===== src/common/pwrmc_defs.svh =====
// offsets, field positions, reset values and timing counts of the power controller
`ifndef PWRMC_DEFS_SVH
`define PWRMC_DEFS_SVH
`define PWRMC_ADDR_W 8
`define PWRMC_OFF_PCTL 8'h87
`define PWRMC_OFF_AUX 8'ha2
`define PWRMC_OFF_P2MODE 8'ha4
`define PWRMC_OFF_SCTL 8'h98
`define PWRMC_OFF_IRQ_STAT 8'hc0
`define PWRMC_OFF_IRQ_MASK 8'hc1
`define PWRMC_OFF_STATE 8'hc2
`define PWRMC_BIT_BAUD2 7
`define PWRMC_BIT_SB7SEL 6
`define PWRMC_BIT_BOF 5
`define PWRMC_BIT_POF 4
`define PWRMC_BIT_GF1 3
`define PWRMC_BIT_GF0 2
`define PWRMC_BIT_PD 1
`define PWRMC_BIT_IDL 0
`define PWRMC_BIT_BOD 6
`define PWRMC_BIT_CLKEN 6
`define PWRMC_RST_POWERON 8'h30
`define PWRMC_RST_BROWNOUT 8'h20
`define PWRMC_RST_OTHER 8'h00
`define PWRMC_CLKDIV 3'h6
`define PWRMC_WAIT_XTAL 11'h400
`define PWRMC_WAIT_RC 11'h100
`endif


===== src/common/pwrmc_pkg.sv =====
// types of the power controller
package pwrmc_pkg;
  typedef enum logic [1:0] {
    PWRMC_RUN = 2'b00,
    PWRMC_IDLE = 2'b01,
    PWRMC_PDOWN = 2'b10,
    PWRMC_WAKE = 2'b11
  } pwrmc_state_type;
  typedef enum logic [1:0] {
    PWRMC_OSC_XTAL = 2'b00,
    PWRMC_OSC_RC = 2'b01,
    PWRMC_OSC_EXT = 2'b10
  } pwrmc_osc_type;
endpackage


===== src/verilog/pwrmc_ctrl.sv =====
// power mode, brownout and clock output controller with avalon-mm register slave
// Overview of operation
// - clock output only allowed with rc oscillator or external clock source
// - enabled clock output runs whenever oscillator runs, idle included
// - clock output is cpu clock divided by six
// - level select bit 1 picks 2.5 V threshold, 0 picks 3.8 V
// - auxiliary control bit 6 set disables brownout detection
// - power-up detection sets power-on flag until software clears it
// - idle bit enters idle; enabled interrupt or reset ends it, clears bit
// - power-down bit stops oscillator; bit cleared when power down ends
// - power down exits on reset or enabled higher-priority wake interrupt
// - watchdog keeps running in power down and may reset processor
// - brownout reset action resets device when supply below threshold
// - brownout interrupt action wakes from power down below threshold
// - wake restarts oscillator, waits 1024 crystal or 256 rc/ext clocks
// - brownout, watchdog and comparator stay active in power down
// - power control reset value 30h power-on, 20h brownout, else 00h
// - bit 7 doubles uart baud rate in serial modes 1 to 3
//
// Added by the designer: the Avalon-MM slave port.
`include "pwrmc_defs.svh"

module pwrmc_ctrl
  import pwrmc_pkg::*;
(
  input wire logic clock_i, // cpu clock
  input wire logic srst_i, // generic synchronous reset
  input wire logic por_i, // power-on detect level
  input wire logic [1:0] osc_sel_i, // configured oscillator type
  input wire logic brownout_level_select_i, // 1: 2.5 V, 0: 3.8 V
  input wire logic brownout_reset_en_i, // brownout action is reset
  input wire logic vdd_below_2v5_i, // comparator: supply below 2.5 V
  input wire logic vdd_below_3v8_i, // comparator: supply below 3.8 V
  input wire logic wdt_overflow_i, // watchdog overflow pulse
  input wire logic wake_irq_i, // enabled wake interrupt above current priority
  input wire logic idle_irq_i, // any enabled interrupt
  input wire logic brownout_irq_en_i, // brownout interrupt enabled
  input wire logic [1:0] serial_mode_i, // current uart mode
  input wire logic framing_error_i, // uart framing error flag
  input wire logic [7:0] avs_address_i, // avalon address
  input wire logic avs_read_i, // avalon read
  input wire logic avs_write_i, // avalon write
  input wire logic [7:0] avs_writedata_i, // avalon write data
  output logic [7:0] avs_readdata_o, // avalon read data
  output logic avs_waitrequest_o, // avalon wait
  output logic clock_out_pin_o, // divided clock output
  output logic clock_out_pin_oe_o, // clock output driver enable
  output logic osc_run_o, // main oscillator running
  output logic cpu_hold_o, // execution held off
  output logic idle_o, // idle mode active
  output logic sys_reset_o, // device reset request
  output logic baud_double_o, // uart baud doubling active
  output logic serial_bit7_o, // value shown at serial control bit 7
  output logic irq_o // interrupt level
);
  logic [7:0] pctl_reg;
  logic [7:0] pctl_next;
  logic [7:0] aux_reg;
  logic [7:0] p2mode_reg;
  logic serial_mode_bit_reg;
  logic [2:0] istat_reg;
  logic [2:0] istat_next;
  logic [2:0] imask_reg;

  pwrmc_state_type state_reg;
  pwrmc_state_type state_next;
  logic [10:0] wait_reg;
  logic [10:0] wait_next;
  logic [2:0] div_reg;
  logic por_seen_reg;

  logic ack_reg;
  logic [7:0] rdata_reg;
  logic clk_out_reg;
  logic clk_oe_reg;
  logic reset_reg;

  logic osc_reg;
  logic hold_reg;
  logic idle_reg;
  logic baud_reg;
  logic sb7_reg;
  logic irq_reg;

  function automatic logic osc_allows_clkout(input logic [1:0] sel);
    osc_allows_clkout = (sel == PWRMC_OSC_RC) || (sel == PWRMC_OSC_EXT);
  endfunction

  function automatic logic addr_hit(input logic [7:0] addr, input logic [7:0] off);
    addr_hit = addr == off;
  endfunction

  function automatic logic [10:0] count_down(input logic [10:0] v);
    count_down = v - 11'h001;
  endfunction

  // one wait state; a write lands on the edge where waitrequest is seen low
  wire access_w = (avs_read_i | avs_write_i) & ~ack_reg;
  wire wr_w = avs_write_i & ack_reg;
  wire hit_pctl = addr_hit(avs_address_i, `PWRMC_OFF_PCTL);
  wire hit_aux = addr_hit(avs_address_i, `PWRMC_OFF_AUX);
  wire hit_p2 = addr_hit(avs_address_i, `PWRMC_OFF_P2MODE);
  wire hit_sctl = addr_hit(avs_address_i, `PWRMC_OFF_SCTL);
  wire hit_ist = addr_hit(avs_address_i, `PWRMC_OFF_IRQ_STAT);
  wire hit_imk = addr_hit(avs_address_i, `PWRMC_OFF_IRQ_MASK);
  wire hit_st = addr_hit(avs_address_i, `PWRMC_OFF_STATE);

  wire bo_disable = aux_reg[`PWRMC_BIT_BOD];
  wire bo_below = brownout_level_select_i ? vdd_below_2v5_i : vdd_below_3v8_i;
  // detector stays live in every power state
  wire bo_event = bo_below & ~bo_disable;
  wire bo_reset = bo_event & brownout_reset_en_i;
  wire bo_irq = bo_event & ~brownout_reset_en_i & brownout_irq_en_i;
  wire wdt_reset = wdt_overflow_i;

  // pin driven only by a source that may feed it, and never while stopped
  wire osc_on = state_reg != PWRMC_PDOWN;
  wire clkout_allowed = osc_allows_clkout(osc_sel_i);
  wire clkout_en = p2mode_reg[`PWRMC_BIT_CLKEN] & clkout_allowed & osc_on;

  wire [10:0] wake_wait = (osc_sel_i == PWRMC_OSC_XTAL) ? `PWRMC_WAIT_XTAL : `PWRMC_WAIT_RC;
  wire wake_pd = wake_irq_i | bo_irq;
  wire pctl_wr = wr_w & hit_pctl;
  wire [7:0] pctl_wdata = avs_writedata_i;

  // state machine: wake requests only count while in power down
  always_comb begin
    state_next = state_reg;
    wait_next = wait_reg;
    case (state_reg)
      PWRMC_RUN: begin
        if (pctl_reg[`PWRMC_BIT_PD]) begin
          state_next = PWRMC_PDOWN;
        end else if (pctl_reg[`PWRMC_BIT_IDL]) begin
          state_next = PWRMC_IDLE;
        end
      end
      PWRMC_IDLE: begin
        if (idle_irq_i) begin
          state_next = PWRMC_RUN;
        end
      end
      PWRMC_PDOWN: begin
        if (wake_pd) begin
          state_next = PWRMC_WAKE;
          wait_next = count_down(wake_wait);
        end
      end
      PWRMC_WAKE: begin
        if (wait_reg == 11'h000) begin
          state_next = PWRMC_RUN;
        end else begin
          wait_next = count_down(wait_reg);
        end
      end
      default: state_next = PWRMC_RUN;
    endcase
  end

  // software write first, then hardware sets win over clears
  always_comb begin
    pctl_next = pctl_reg;
    if (pctl_wr) begin
      pctl_next = pctl_wdata;
    end
    if (state_reg == PWRMC_IDLE && idle_irq_i) begin
      pctl_next[`PWRMC_BIT_IDL] = 1'b0;
    end
    if (state_reg == PWRMC_WAKE && wait_reg == 11'h000) begin
      pctl_next[`PWRMC_BIT_PD] = 1'b0;
    end
    if (bo_irq) begin
      pctl_next[`PWRMC_BIT_BOF] = 1'b1;
    end
  end

  always_comb begin
    istat_next = istat_reg;
    if (wr_w & hit_ist) begin
      istat_next = istat_reg & ~avs_writedata_i[2:0];
    end
    istat_next = istat_next | {wake_pd & (state_reg == PWRMC_PDOWN), bo_irq, por_i};
  end

  wire [7:0] sctl_view = {serial_bit7_o, 7'h00};
  wire [7:0] rd_mux = hit_pctl ? pctl_reg :
                      hit_aux ? aux_reg :
                      hit_p2 ? p2mode_reg :
                      hit_sctl ? sctl_view :
                      hit_ist ? {5'h00, istat_reg} :
                      hit_imk ? {5'h00, imask_reg} :
                      hit_st ? {4'h0, cpu_hold_o, osc_on, state_reg} : 8'h00;

  // power-on detect level captured each clock; feeds the device reset request one cycle late
  always_ff @(posedge clock_i) begin
    por_seen_reg <= por_i;
  end

  always_ff @(posedge clock_i) begin
    if (por_i) begin
      pctl_reg <= `PWRMC_RST_POWERON;
    end else if (bo_reset) begin
      pctl_reg <= `PWRMC_RST_BROWNOUT;
    end else if (srst_i | wdt_reset) begin
      pctl_reg <= `PWRMC_RST_OTHER;
    end else begin
      pctl_reg <= pctl_next;
    end
  end

  always_ff @(posedge clock_i) begin
    if (srst_i | por_i | bo_reset | wdt_reset) begin
      state_reg <= PWRMC_RUN;
    end else begin
      state_reg <= state_next;
    end
  end

  always_ff @(posedge clock_i) begin
    if (srst_i | por_i | bo_reset | wdt_reset) begin
      wait_reg <= 11'h000;
    end else begin
      wait_reg <= wait_next;
    end
  end

  // power-on event kept through reset, else the detect level is lost at release
  always_ff @(posedge clock_i) begin
    if (srst_i) begin
      istat_reg <= {2'b00, por_i};
    end else begin
      istat_reg <= istat_next;
    end
  end

  always_ff @(posedge clock_i) begin
    if (srst_i) begin
      aux_reg <= 8'h00;
    end else if (wr_w & hit_aux) begin
      aux_reg <= avs_writedata_i;
    end
  end

  always_ff @(posedge clock_i) begin
    if (srst_i) begin
      p2mode_reg <= 8'h00;
    end else if (wr_w & hit_p2) begin
      p2mode_reg <= avs_writedata_i;
    end
  end

  always_ff @(posedge clock_i) begin
    if (srst_i) begin
      serial_mode_bit_reg <= 1'b0;
    end else if (wr_w & hit_sctl & ~pctl_reg[`PWRMC_BIT_SB7SEL]) begin
      serial_mode_bit_reg <= avs_writedata_i[7];
    end
  end

  always_ff @(posedge clock_i) begin
    if (srst_i) begin
      imask_reg <= 3'h0;
    end else if (wr_w & hit_imk) begin
      imask_reg <= avs_writedata_i[2:0];
    end
  end

  // divider stops with the oscillator; output high for 3, low for 3 cycles
  always_ff @(posedge clock_i) begin
    if (srst_i | ~clkout_en) begin
      div_reg <= 3'h0;
      clk_out_reg <= 1'b0;
    end else if (div_reg == `PWRMC_CLKDIV - 3'h1) begin
      div_reg <= 3'h0;
      clk_out_reg <= 1'b1;
    end else begin
      div_reg <= div_reg + 3'h1;
      if (div_reg == (`PWRMC_CLKDIV >> 1) - 3'h1) begin
        clk_out_reg <= 1'b0;
      end
    end
  end

  // bus answer after one wait state; read data registered from the decode
  always_ff @(posedge clock_i) begin
    if (srst_i) begin
      ack_reg <= 1'b0;
    end else begin
      ack_reg <= access_w;
    end
  end

  always_ff @(posedge clock_i) begin
    if (srst_i) begin
      rdata_reg <= 8'h00;
    end else begin
      rdata_reg <= rd_mux;
    end
  end

  always_ff @(posedge clock_i) begin
    if (srst_i) begin
      clk_oe_reg <= 1'b0;
    end else begin
      clk_oe_reg <= clkout_en;
    end
  end

  // power-on seen one cycle late so the reset pulse outlasts the detect level
  always_ff @(posedge clock_i) begin
    if (srst_i) begin
      reset_reg <= 1'b0;
    end else begin
      reset_reg <= bo_reset | wdt_reset | por_seen_reg;
    end
  end

  assign avs_readdata_o = rdata_reg;
  assign avs_waitrequest_o = ~ack_reg;
  assign clock_out_pin_o = clk_out_reg;
  assign clock_out_pin_oe_o = clk_oe_reg;
  assign sys_reset_o = reset_reg;

  // mode outputs follow the next state so they line up with the state register
  always_ff @(posedge clock_i) begin
    if (srst_i) begin
      osc_reg <= 1'b1;
    end else begin
      osc_reg <= state_next != PWRMC_PDOWN;
    end
  end

  always_ff @(posedge clock_i) begin
    if (srst_i) begin
      hold_reg <= 1'b0;
    end else begin
      hold_reg <= state_next != PWRMC_RUN;
    end
  end

  always_ff @(posedge clock_i) begin
    if (srst_i) begin
      idle_reg <= 1'b0;
    end else begin
      idle_reg <= state_next == PWRMC_IDLE;
    end
  end

  always_ff @(posedge clock_i) begin
    if (srst_i) begin
      baud_reg <= 1'b0;
    end else begin
      baud_reg <= pctl_next[`PWRMC_BIT_BAUD2] & (serial_mode_i != 2'b00);
    end
  end

  always_ff @(posedge clock_i) begin
    if (srst_i) begin
      sb7_reg <= 1'b0;
    end else begin
      sb7_reg <= pctl_next[`PWRMC_BIT_SB7SEL] ? framing_error_i : serial_mode_bit_reg;
    end
  end

  always_ff @(posedge clock_i) begin
    if (srst_i) begin
      irq_reg <= 1'b0;
    end else begin
      irq_reg <= |(istat_next & imask_reg);
    end
  end

  assign osc_run_o = osc_reg;
  assign cpu_hold_o = hold_reg;
  assign idle_o = idle_reg;
  assign baud_double_o = baud_reg;
  assign serial_bit7_o = sb7_reg;
  assign irq_o = irq_reg;
endmodule // pwrmc_ctrl


===== config.mk =====
export PLATFORM = sky130hd
export DESIGN_NAME = pwrmc_ctrl
export DESIGN_NICKNAME = d
export VERILOG_FILES = /design/src/common/pwrmc_pkg.sv /design/src/verilog/pwrmc_ctrl.sv
export VERILOG_INCLUDE_DIRS = /design/src /design/src/common
export SDC_FILE = /design/constraint.sdc
export NUM_CORES = 1
export LEC_CHECK = 0
export ABC_AREA = 1
export BUFFER_PORTS_ARGS = -buffer_cell sky130_fd_sc_hd__buf_2
export CAP_MARGIN = 20
export CORE_ASPECT_RATIO = 0.7
export CORE_MARGIN = 10
export CORE_UTILIZATION = 35
export CTS_CLUSTER_SIZE = 16
export DETAILED_ROUTE_END_ITERATION = 7
export PLACE_DENSITY_LB_ADDON = 0.15
export SLEW_MARGIN = 5
export SYNTH_ARGS = -nofsm -noshare
export SYNTH_HDL_FRONTEND = slang
export SYNTH_SLANG_ARGS = --single-unit

===== constraint.sdc =====
create_clock -name clock_i -period 2.1 [get_ports clock_i]
set_input_delay 0 -clock clock_i [delete_from_list [all_inputs] [get_ports clock_i]]
set_output_delay 0 -clock clock_i [all_outputs]
set_load 0.01 [all_outputs]

; ---- Word-level counts from Yosys, hierarchy flattened
; Index checks and enable logic that the tools add are counted.
; Widths: inputs -> output; s select.
[totals]
regBits = 66
inputBits = 34
out_inout_bits = 18
[op_classes]
add_sub_neg = 3
eq_ne = 19
mux = 29
bitwise = 35
reduce_logical = 19
[op_table]
columns = cell, n
row1 = $eq 8x8->1 const B, 7
row2 = $mux 8, 5
row3 = $mux 11, 3
row4 = $pmux 11 s2, 1
row5 = $sub 11x1->11 const B, 2
row6 = $and 1x1->1, 17
row7 = $mux 4, 3
row8 = $logic_not 11->1, 1
row9 = $mux 2, 5
row10 = $or 1x1->1, 9
row11 = $mux 1, 8
row12 = $ne 2x2->1 const B, 4
row13 = $pmux 2 s4, 1
row14 = $reduce_bool 2->1, 4
row15 = $reduce_or 4->1, 2
row16 = $and 3x3->3, 2
row17 = $eq 2x1->1 const B, 3
row18 = $eq 2x2->1 const B, 3
row19 = $mux 6, 1
row20 = $reduce_bool 3->1, 2
row21 = $reduce_or 3->1, 2
row22 = $mux 5, 1
row23 = $not 1->1, 5
row24 = $logic_not 2->1, 2
row25 = 10 further kinds, 12

; ---- Depth between registers and ports, before layout
[depth]
ltp_word = 9
ltp_mapped = 13
depth_no_buf = 11

; ---- Least setup slack after synthesis
; Ideal clock, no wire load.
[synth_path]
path_type = reg-to-reg
from = reg state_reg[1]
to = reg wait_reg[10]
setup_time_ns = 0.117
arrival_time_ns = 1.374
t_required_ns = 1.983
slack_ns = 0.609
stages_incl_launch_ff = 13
path_buffers = 2
path_cell_list = dfxtp_1 -> buf_6 -> nand2_8 -> buf_8 -> nor2_8 -> inv_2 -> ha_1 -> nand2_2 -> nor2_2 -> nand2_1 -> nor2_1 -> nor2_1 -> nor2_1
[synth_via]
elab_chain_len = 3
[synth_rtl]
columns = element, line_no
row1 = "start, declared", pwrmc_ctrl.sv:65  ; pwrmc_state_type state_reg;
row2 = "start signal, assigned", pwrmc_ctrl.sv:215  ; state_reg <= state_next;
row3 = $eq 2x2->1, pwrmc_ctrl.sv:130  ; case (state_reg)
row4 = $ne 2x2->1 (no line) or $reduce_bool 2->1 (tied branches), n/a
row5 = $reduce_and 3->1 (no line), n/a
row6 = "end signal, assigned", pwrmc_ctrl.sv:223  ; wait_reg <= wait_next;
row7 = "end, declared", pwrmc_ctrl.sv:67  ; logic [10:0] wait_reg;
; Several ways; a longest one is shown, not always the timed one.
; A chain may end at the register's enable or synchronous reset.

==> results.py <==
metrics = {
    "sta": {
        "worstMarginPinSlew_ns": 0.795,
        "rsz0062_at_grt": "false",
        "min_period_ns": 1.88,
        "final.setup_skew_ns": 0.00743,
        "fin_setup_tns_ns": 0,
        "maxSlewHeadroom": 0.470,
        "slew_violations": 0,
        "finalCritPeriodShare": 0.893,
        "finalHoldViolations": 0,
        "setup_viol_count_final": 0,
        "fmax_mhz": 533,
        "setup_ws_ns": 0.225,
    },
    "detailed_routing": {
        "drtIter0Drc": 241,
        "totalWireLength_um": 9370,
        "wire_per_inst_um": 13.8,
        "dr.pass1.iters": 4,
        "post-route-drc-count": 0,
        "vias": 3151,
        "viasPerCell": 4.65,
        "ant_nets": 0,
    },
    "floorplanning": {
        "rows": 30,
        "ios": 52,
        "dieArea_um2": 14200,
        "start_util": 0.355,
        "die_x_um": 138,
        "core_area_um2": 9610,
        "die_h_um": 103,
    },
    "power": {
        "p_leak_nw": 1.87,
        "cell_internal_pwr_mw": 2.29,
        "p_clk_frac": 0.507,
        "combPwrFrac": 0.064,
        "p_sw_uw": 669,
        "powerDensity_nw_per_um2": 710,
        "p_seq_frac": 0.429,
        "p_sw_frac": 0.226,
        "ir_worst_vdd_mv": 0.486,
    },
    "grt": {
        "overflow": 0,
        "grt_max_degree": 25,
        "grt_antenna_before_repair": 0,
        "grt_pass1_vias": 3083,
        "grt_pass1_wl_um": 15600,
        "grt.total_usage": 0.137,
    },
    "finish": {
        "final_nets": 584,
        "antenna_cells": 0,
        "layout-drive-gt1-share": 0.217,
        "final-instance-count-excl-fill": 677,
        "area_growth_pct": 22.0,
        "design_area_um2": 4160,
        "final.fill_count": 1025,
        "largest_reg_flops": 11,
    },
    "yosys": {
        "synth_area_um2": 3410,
        "syn_inst": 480,
        "synth_area_leaders": "dfxtp_1, nand2_1, nor2_1",
        "ys_async_sr_fraction": 0,
        "synth_largest_area_cell": "dfxtp_1",
        "synth.most_common_cell": "nand2_1",
        "synth_top_area_frac": 0.387,
        "synth_ff_type": "dfxtp_1",
        "synth-seq-cells": 66,
        "yosysWarnings": 0,
        "syn_area_per_cell_um2": 7.11,
        "ys_seq_area_frac": 0.387,
        "ys_top_cells_by_count": "nand2_1, dfxtp_1, nor2_1, inv_1",
        "synth_edf_count": 0,
        "synth.distinct_cells": 38,
        "syn-num-nets": 519,
    },
    "worst_setup_path": {
        "worstPathMaxFanout": 24,
        "critPathBufInv": 4,
        "worstPathArrival_ns": 2.15,
        "worstSetupPathType": "in2reg",
        "crit_family": "buffers and inverters",
        "crit_slowest_cell": "dlygate4sd3_1",
        "crit_top_cell": "dlygate4sd3_1",
        "cp-end-kind": "register",
        "path_cells": "dlygate4sd3_1 -> buf_2 -> inv_1 -> o21ai_0 -> dlygate4sd3_1 -> nor2_1",
        "cp-start-kind": "primary input",
        "required_ns": 2.37,
        "cpPeakStageDelay_ns": 0.60,
    },
    "placed_design": {
        "post-dp-hpwl_um": 7070,
        "gp_congestion": 0.844,
        "dp_cells": 646,
        "portBuffers": 51,
        "dpl-instance-area_um2": 3710,
        "place_ws_ns": 0.349,
    },
    "clock_network": {
        "cts.sinks": 66,
        "post_cts_buffers": 0,
        "clkTransAtPathRegs_ns": 0.06,
        "h-tree-depth": 3,
        "cts_tree": "done",
        "cts_root_buf": "clkbuf_16",
        "cts_buffers": 9,
        "clock_latency_ns": 0.33,
        "cts_resized": 0,
        "clockBufferDepth": 2,
    },
    "run_status": {
        "status": "completed",
    },
    "hold_path": {
        "hold_path_class": "in2reg",
    },
    "run": {
        "drv_cap": 0,
    },
}
cells by family (layout without fill, tap and decap cells):
group,count (synthesis),count (layout),synth area share
AOI/OAI and AO/OA,83,83,0.131
xor gates and xnor gates,5,5,0.0150
adders and majority gates,5,5,0.0183
buffers and inverters,87,156,0.120
DFF,66,66,0.387
and+or+nand+nor,234,234,0.328
layout make-up:
class | instances | area [um2] | share of cell area
Clock buffer | 11 | 243 | 0.0583
Clock inverter | 4 | 51.3 | 0.0123
Inverter | 72 | 275 | 0.0661
Multi-Input combinational cell | 327 | 1680 | 0.404
Sequential cell | 66 | 1320 | 0.317
Tap cell | 128 | 160 | 0.0385
Timing Repair Buffer | 69 | 430 | 0.103
worst paths after layout:
kind / start / to / slack [ns] / depth (start not counted)
worst min-delay path: idle_irq_i / pctl_reg[0] / 0.02 / 4
worst max-delay path: srst_i / baud_double_o / 0.22 / 6
worst min register to register: ack_reg / ack_reg / 0.44 / 1
worst max register to register: state_reg[1] / wait_reg[10] / 0.34 / 10
worst min-delay path, cell delays in order:
cell	delay [ns]
buf_2	0.11
nand2_1	0.05
nor2_1	0.09
nor3_1	0.05
power by group through the flow:
stage	sequential, mW	clock, mW	combinational (mW)
finish	1.27	1.50	0.190
global route	1.27	1.59	0.212
CTS	1.27	1.53	0.190
detailed placement	1.29	0	0.165
global placement	1.29	0	0.163
floorplan	1.29	0	0.0902
metal layers:
metal | share of wire | wire (um) | vias up | global-route usage
met3 | 0.069 | 645 | 8 | 0.0497
met2 | 0.41 | 3860 | 80 | 0.199
met1 | 0.51 | 4780 | 1408 | 0.189
met5 | 0 | 0 | - | 0
met4 | 0.0084 | 79 | 0 | 0.0275
li1 | - | - | 1655 | -
through the flow:
stage	util	hold slack, ns	power, mW
6_report	0.433	0.0190	2.95
3_3_place_gp	0.386	0.186	1.46
3_5_place_dp	0.386	0.190	1.46
5_1_grt	0.433	0.0459	3.07
2_1_floorplan	-	0.0277	1.38
4_1_cts	0.433	0.00971	2.99
repair_timing:
item | in CTS | in global routing
hold buffers | 16 | 0
hold endpoints to repair | 23 | 0
endpoints found under the setup margin | 0 | 0
placed cells by master (no fill, tap or decap), drive strengths merged, types with 11 or more instances in the layout:
| cell type | Yosys | routed |
|---|---|---|
| nand2 | 111 | 111 |
| inv | 72 | 73 |
| nor2 | 67 | 67 |
| dfxtp | 66 | 66 |
| buf | 13 | 53 |
| a21oi | 40 | 40 |
| o21ai | 40 | 40 |
| nand3 | 39 | 39 |
| dlygate4sd3 | 0 | 16 |
| clkbuf | 2 | 11 |
No activity file was read; power rests on OpenSTA's default activity.
